===== src/tfr_defs.vh =====
/*
  constants of the flight-time result bank: register offsets, widths, reset
  values and timing figures.
  assumes inclusion by bare name from the design files.
*/
`ifndef TFR_DEFS_VH
`define TFR_DEFS_VH

// ----------------------------------------
// register offsets
// ----------------------------------------
`define TFR_OFS_PLUS_250     7'h78
`define TFR_OFS_PLUS_500     7'h79
`define TFR_OFS_PLUS_750     7'h7A
`define TFR_OFS_PLUS_1000    7'h7B
`define TFR_OFS_FREQ_OFFSET  7'h7C
`define TFR_OFS_TIME_LOW     7'h7D
`define TFR_OFS_TIME_MID     7'h7E
`define TFR_OFS_TIME_HIGH    7'h7F
`define TFR_OFS_WIDTH        7

// ----------------------------------------
// fields and reset values
// ----------------------------------------
`define TFR_DATA_WIDTH       8
`define TFR_COUNT_WIDTH      24
`define TFR_RESET_BYTE       8'h00
`define TFR_RESET_COUNT      24'h00_0000
`define TFR_LOW_MSB          7
`define TFR_LOW_LSB          0
`define TFR_MID_MSB          15
`define TFR_MID_LSB          8
`define TFR_HIGH_MSB         23
`define TFR_HIGH_LSB         16
`define TFR_TAPS             5

// ----------------------------------------
// timing
// ----------------------------------------
`define TFR_CLK_MHZ          250
`define TFR_SAMPLE_SPACE_NS  250
`define TFR_SAMPLE_CYCLES    ((`TFR_SAMPLE_SPACE_NS * `TFR_CLK_MHZ) / 1000)
`define TFR_COUNT_MHZ        16

`endif


===== src/tfr_result_regs.v =====
/*
  read-only result bank of the flight-time measurement mode: correlator
  magnitudes around the main peak, frequency offset estimate, 24-bit count.
  assumes the correlator, offset estimator and 16 MHz counter datapaths sit
  outside on the same clock, and that the serial register port presents an
  address and a read strobe on this clock.
*/
// Overview of operation
// (RULE1) with flight mode enable at 1, correlator samples appear at upper offsets.
// (RULE2) centre sample holds the magnitude exactly at the detected main peak.
// (RULE3) offsets 0x78..0x7B hold magnitudes 250, 500, 750, 1000 ns after peak.
// (RULE4) every sample and count byte is an 8-bit read-only value, zero after reset.
// (RULE5) offset 0x7C holds the frequency offset result in flight mode.
// (RULE6) initial offset estimate is loaded once the PHY header is detected.
// (RULE7) accumulated offset over the frame is loaded at frame end.
// (RULE8) offset is 8-bit two's complement spanning -90 to +90 degrees.
// (RULE9) count bits 7:0 read at offset 0x7D.
// (RULE10) count bits 15:8 read at offset 0x7E.
// (RULE11) count bits 23:16 read at offset 0x7F.
// (RULE12) count comes from a timer stepping at 16 MHz.
// (RULE13) reads have no side effect; values hold until updated or reset.
`timescale 1ns/1ns
`default_nettype none
`include "tfr_defs.vh"

module tfr_result_regs (
  input  wire                         clk_i,
  input  wire                         rst_n_i,
  input  wire                         clk_en_i,
  input  wire                         flight_mode_enable_i,
  input  wire                         corr_mag_valid_i,
  input  wire [`TFR_DATA_WIDTH-1:0]   corr_mag_i,
  input  wire                         corr_peak_i,
  input  wire                         phr_detected_i,
  input  wire                         frame_end_i,
  input  wire [`TFR_DATA_WIDTH-1:0]   freq_offset_initial_i,
  input  wire [`TFR_DATA_WIDTH-1:0]   freq_offset_accum_i,
  input  wire                         flight_count_valid_i,
  input  wire [`TFR_COUNT_WIDTH-1:0]  flight_count_i,
  input  wire                         rd_en_i,
  input  wire [`TFR_OFS_WIDTH-1:0]    rd_addr_i,
  output reg  [`TFR_DATA_WIDTH-1:0]   rd_data_o,
  output reg                          rd_hit_o,
  output wire [`TFR_DATA_WIDTH-1:0]   corr_mag_at_peak_o
);

  // ----------------------------------------
  // reset release
  // ----------------------------------------
  reg rst_sync1_reg;
  reg rst_sync2_reg;
  wire rst_n;

  always @(posedge clk_i or negedge rst_n_i) begin
    if (!rst_n_i) begin
      rst_sync1_reg <= 1'b0;
      rst_sync2_reg <= 1'b0;
    end else begin
      rst_sync1_reg <= 1'b1;
      rst_sync2_reg <= rst_sync1_reg;
    end
  end
  assign rst_n = rst_sync2_reg;

  // ----------------------------------------
  // correlator tap capture
  // ----------------------------------------
  // tap 0 is the peak, tap k is k*250 ns later; one sample per 250 ns slot
  reg [`TFR_DATA_WIDTH-1:0] tap_reg [0:`TFR_TAPS-1];
  reg [2:0]                 tap_idx_reg;
  reg                       capturing_reg;
  reg [7:0]                 slot_cnt_reg;
  wire                      slot_due;

  // a slot is due when the sampler says so and the slot counter has reached TFR_SAMPLE_CYCLES - 1
  assign slot_due = corr_mag_valid_i && (slot_cnt_reg >= (`TFR_SAMPLE_CYCLES - 1));

  always @(posedge clk_i or negedge rst_n) begin
    if (!rst_n) begin
      tap_idx_reg   <= 3'h0;
      capturing_reg <= 1'b0;
      slot_cnt_reg  <= 8'h00;
    end else if (clk_en_i) begin
      if (flight_mode_enable_i && corr_peak_i && corr_mag_valid_i) begin
        tap_idx_reg   <= 3'h1;
        capturing_reg <= 1'b1;
        slot_cnt_reg  <= 8'h00;
      end else if (capturing_reg) begin
        if (slot_due) begin
          slot_cnt_reg <= 8'h00;
          if (tap_idx_reg == 3'h4) begin
            capturing_reg <= 1'b0;
          end
          tap_idx_reg <= tap_idx_reg + 3'h1;
        end else if (slot_cnt_reg < (`TFR_SAMPLE_CYCLES - 1)) begin
          slot_cnt_reg <= slot_cnt_reg + 8'h01;
        end
      end
    end
  end

  genvar g;
  generate
    for (g = 0; g < `TFR_TAPS; g = g + 1) begin : g_tap
      always @(posedge clk_i or negedge rst_n) begin
        if (!rst_n) begin
          tap_reg[g] <= `TFR_RESET_BYTE; // see (RULE4)
        end else if (clk_en_i) begin
          if (g == 0) begin
            if (flight_mode_enable_i && corr_peak_i && corr_mag_valid_i) begin
              tap_reg[g] <= corr_mag_i; // see (RULE2)
            end
          end else if (capturing_reg && slot_due && (tap_idx_reg == g)) begin
            tap_reg[g] <= corr_mag_i; // see (RULE3)
          end
        end
      end
    end
  endgenerate

  assign corr_mag_at_peak_o = tap_reg[0];

  // ----------------------------------------
  // frequency offset
  // ----------------------------------------
  // value is passed as signed two's complement, -90..+90 deg, unchanged
  reg [`TFR_DATA_WIDTH-1:0] freq_offset_value_reg;

  always @(posedge clk_i or negedge rst_n) begin
    if (!rst_n) begin
      freq_offset_value_reg <= `TFR_RESET_BYTE;
    end else if (clk_en_i && flight_mode_enable_i) begin
      // frame end wins: the accumulated figure supersedes the early one
      if (frame_end_i) begin
        freq_offset_value_reg <= freq_offset_accum_i; // see (RULE7) see (RULE8)
      end else if (phr_detected_i) begin
        freq_offset_value_reg <= freq_offset_initial_i; // see (RULE6) see (RULE8)
      end
    end
  end

  // ----------------------------------------
  // flight-time count
  // ----------------------------------------
  // count ticks of the 16 MHz timer; captured whole so the three bytes agree
  reg [`TFR_COUNT_WIDTH-1:0] flight_count_reg;

  always @(posedge clk_i or negedge rst_n) begin
    if (!rst_n) begin
      flight_count_reg <= `TFR_RESET_COUNT;
    end else if (clk_en_i && flight_mode_enable_i && flight_count_valid_i) begin
      flight_count_reg <= flight_count_i; // see (RULE12)
    end
  end

  // ----------------------------------------
  // register read port
  // ----------------------------------------
  // reads only select; nothing is cleared or advanced by them
  function [`TFR_DATA_WIDTH:0] tfr_decode;
    input [`TFR_OFS_WIDTH-1:0] addr;
    begin
      case (addr)
        `TFR_OFS_PLUS_250:    tfr_decode = {1'b1, tap_reg[1]}; // see (RULE3)
        `TFR_OFS_PLUS_500:    tfr_decode = {1'b1, tap_reg[2]};
        `TFR_OFS_PLUS_750:    tfr_decode = {1'b1, tap_reg[3]};
        `TFR_OFS_PLUS_1000:   tfr_decode = {1'b1, tap_reg[4]};
        `TFR_OFS_FREQ_OFFSET: tfr_decode = {1'b1, freq_offset_value_reg}; // see (RULE5)
        `TFR_OFS_TIME_LOW:
          tfr_decode = {1'b1, flight_count_reg[`TFR_LOW_MSB:`TFR_LOW_LSB]}; // see (RULE9)
        `TFR_OFS_TIME_MID:
          tfr_decode = {1'b1, flight_count_reg[`TFR_MID_MSB:`TFR_MID_LSB]}; // see (RULE10)
        `TFR_OFS_TIME_HIGH:
          tfr_decode = {1'b1, flight_count_reg[`TFR_HIGH_MSB:`TFR_HIGH_LSB]}; // see (RULE11)
        default:              tfr_decode = {1'b0, `TFR_RESET_BYTE};
      endcase
    end
  endfunction

  wire [`TFR_DATA_WIDTH:0] rd_sel;
  assign rd_sel = tfr_decode(rd_addr_i);

  always @(posedge clk_i or negedge rst_n) begin
    if (!rst_n) begin
      rd_data_o <= `TFR_RESET_BYTE;
      rd_hit_o  <= 1'b0;
    end else if (clk_en_i) begin
      if (rd_en_i && flight_mode_enable_i) begin
        rd_hit_o  <= rd_sel[`TFR_DATA_WIDTH]; // see (RULE1)
        rd_data_o <= rd_sel[`TFR_DATA_WIDTH-1:0]; // see (RULE13)
      end else begin
        rd_hit_o  <= 1'b0;
        rd_data_o <= `TFR_RESET_BYTE;
      end
    end
  end

endmodule // tfr_result_regs
`default_nettype wire


===== config.mk =====
export PLATFORM = sky130hd
export DESIGN_NAME = tfr_result_regs
export DESIGN_NICKNAME = d
export VERILOG_FILES = /design/src/tfr_result_regs.v
export VERILOG_INCLUDE_DIRS = /design/src /design/src/src
export SDC_FILE = /design/constraint.sdc
export NUM_CORES = 1
export LEC_CHECK = 0
export ABC_AREA = 1
export BUFFER_PORTS_ARGS = -buffer_cell sky130_fd_sc_hd__buf_2
export CORE_MARGIN = 5
export CORE_UTILIZATION = 25
export DETAILED_ROUTE_END_ITERATION = 10
export PLACE_DENSITY = 0.51
export REMOVE_ABC_BUFFERS = 1
export SYNTH_ARGS = -nofsm -noshare
export SYNTH_HDL_FRONTEND = slang
export SYNTH_SLANG_ARGS = --single-unit

===== constraint.sdc =====
create_clock -name clk_i -period 3.1 [get_ports clk_i]
set_clock_uncertainty 0.05 [all_clocks]
set_input_delay 0.465 -clock clk_i [delete_from_list [all_inputs] [get_ports clk_i]]
set_output_delay 0.465 -clock clk_i [all_outputs]
set_load 0.005 [all_outputs]

==> impl_metrics.yaml <==
global_routing:
  grt-ovfl-total: 0
  grt_pass1_wl_mm: 20.6
  first_global_vias: 3855
  grt_max_degree: 56
  grtUsageTotal: 0.118
  antenna_found_initial: 0
sta:
  slew_headroom: 0.493
  fin_crit_ns: 1.92
  period_share: 0.619
  fin_ws_ns: 1.18
  timing_hold_violations_final: 0
  finalSetupViolCount: 0
  max_freq_mhz: 521
  grt_setup_unrepaired: "false"
  slew_viol_final: 0
  worst_slew_pin_slew_ns: 0.760
final_layout:
  area_growth_pct: 20.1
  antenna_cells: 0
  layout.nets: 716
  n_fill_cell: 2040
  final_cell_mix: "nand2_1, nand3_1, dfrtp_1"
  drive_above_1_share: 0.222
  layout_commonest_cell: "nand2_1"
  largest_reg_flops: 32
worst_setup_path:
  cpPeakStageDelay_ns: 0.44
  path_cells: "inv_1, ha_1, inv_1, nand2_2, nand2_1, a21oi_2, inv_1, nand2_1, nand2_1"
  required_ns: 3.29
  crit_type: "reg -> reg"
  start_kind: "flip-flop"
  critPathArrivalTime_ns: 2.11
  crit_family: "compound AO/OA/AOI/OAI gates"
  cp-end-kind: "flip-flop"
  path_buf_inv: 3
  crit_slowest_cell: "a21oi_2"
  critPathMaxFanout: 12
clock_network:
  clock_sinks: 95
  numCtsBuffers: 9
  clk_latency_ns: 0.35
  path_clk_slew_ns: 0.07
  cts_buffer_depth: 2
  cts_htree_levels: 3
  cts_root_buf: "clkbuf_16"
  post_cts_buffers: 0
  cts_tree: "yes"
logic_synthesis:
  synth_edf_count: 0
  synth_area_leaders: "dfrtp_1, nand2_1, nand3_1"
  ys_async_sr_fraction: 1.00
  syn-cell-area_mm2: 0.00481
  synth-main-ff-cell: "dfrtp_1"
  syn_avg_cell_area_um2: 8.43
  netlist_instances: 571
  yosysTopAreaCell: "dfrtp_1"
  ys_ff_latch: 95
  ys_warn_count: 0
  synthDistinctLibCells: 30
  ys_seq_area_frac: 0.494
  synth_top_area_share: 0.494
die:
  fp.dieW_um: 149
  die_h_um: 149
  io_pins: 82
  start_util: 0.256
  num_rows: 50
  dieArea_mm2: 0.0221
  coreArea_mm2: 0.0188
power:
  power_frac_seq: 0.482
  switching_share: 0.295
  powerDensity_mw_per_mm2: 620
  power_frac_comb: 0.175
  intPower_w: 0.00252
  p_switching_w: 0.00106
  power.share.clock: 0.343
  vdd_drop_max_mv: 0.224
  leakagePower_nw: 3.09
  finalPower_w: 0.00358
drt:
  ant_nets: 0
  routed.top_layer: "met4"
  dr.pass1.iters: 4
  postRouteWirelength_mm: 12.6
  wl_met3_um: 358
  viasPerCell: 4.27
  route.detailed.drc: 0
  wl_met1_mm: 6.07
  wl_met2_mm: 5.95
  wl_per_cell_um: 13.9
  drtIter0Drc: 228
  via_count: 3877
placement:
  port_buffers: 81
  dp_hpwl_mm: 9.37
  dp_slack_ns: 1.02
  gp_congestion: 0.785
outcome:
  status: "completed"
worst_hold_path:
  hold_path_class: "in -> reg"
run:
  drv_cap: 0
-- per-layer routing --
| layer | vias to the layer above | track usage |
|---|---|---|
| met5 | - | 0 |
| met4 | 0 | 0.0380 |
| met3 | 14 | 0.0237 |
| met2 | 61 | 0.185 |
| met1 | 1815 | 0.165 |
| li1 | 1987 | - |
-- worst paths after layout --
kind	startpoint	endpoint	slack, ns	cells past startpoint
max	slot_cnt_reg[0]	slot_cnt_reg[4]	1.18	9
min	flight_count_i[9]	flight_count_reg[9]	0.28	2
max reg2reg	slot_cnt_reg[0]	slot_cnt_reg[4]	1.18	9
min reg2reg	rst_sync1_reg	rst_n	0.30	0
max in group asynchronous	rst_n	flight_count_reg[17]	1.97	1
min in group asynchronous	rst_n	slot_cnt_reg[0]	0.35	0
-- what timing repair did --
item,in CTS,in global routing
hold endpoints to repair,2,0
resized for setup,0,0
endpoints found under the setup margin,0,0
hold buffers,1,0
-- cells by family after synthesis --
group,after synthesis,share of synthesized area
compound gates,17,0.0185
other cells,1,0.000779
mux,32,0.0749
simple gates,354,0.324
xor+xnor,3,0.00546
buf+inv,61,0.0619
flops,95,0.494
fa+ha+maj,8,0.0208
-- area by class of cell --
cell class                      instances  area (um^2)  area share
Multi-Input combinational cell        415         2150       0.371
Tap cell                              260          325      0.0563
Sequential cell                        95         2380       0.412
Timing Repair Buffer                   85          450      0.0779
Clock inverter                          6         93.8      0.0162
Inverter                               37          144      0.0249
Clock buffer                           10          239      0.0414
-- synthesized netlist by cell type, drive strengths merged (3+ instances only) --
master	count
nand2	202
nand3	97
dfrtp	95
nor2	46
inv	35
mux2	32
buf	21
a21oi	9
nand4	9
ha	8
o21ai	8
clkbuf	3
-- power by group through the flow --
stage / registers (W) / logic [W] / clock network, W
CTS: 0.00173 / 0.000641 / 0.00126
global placement: 0.00175 / 0.000630 / 0
global route: 0.00177 / 0.000735 / 0.00132
floorplan: 0.00170 / 0.000443 / 0
finish: 0.00173 / 0.000628 / 0.00123
detailed placement: 0.00175 / 0.000638 / 0
-- through the flow --
step / std cells / TNS [ns] / area [um^2] / util / hold WS [ns]
after detailed placement: 891 / 0 / 5440 / 0.289 / 0.205
after floorplan: 547 / -1.87 / 4660 / - / 0.119
after global routing: 908 / 0 / 5780 / 0.307 / 0.274
final: 908 / 0 / 5780 / 0.307 / 0.276
after global placement: 891 / 0 / 5440 / 0.289 / 0.203
after CTS: 908 / 0 / 5780 / 0.307 / 0.267
(Power assumes the default switching activity.)
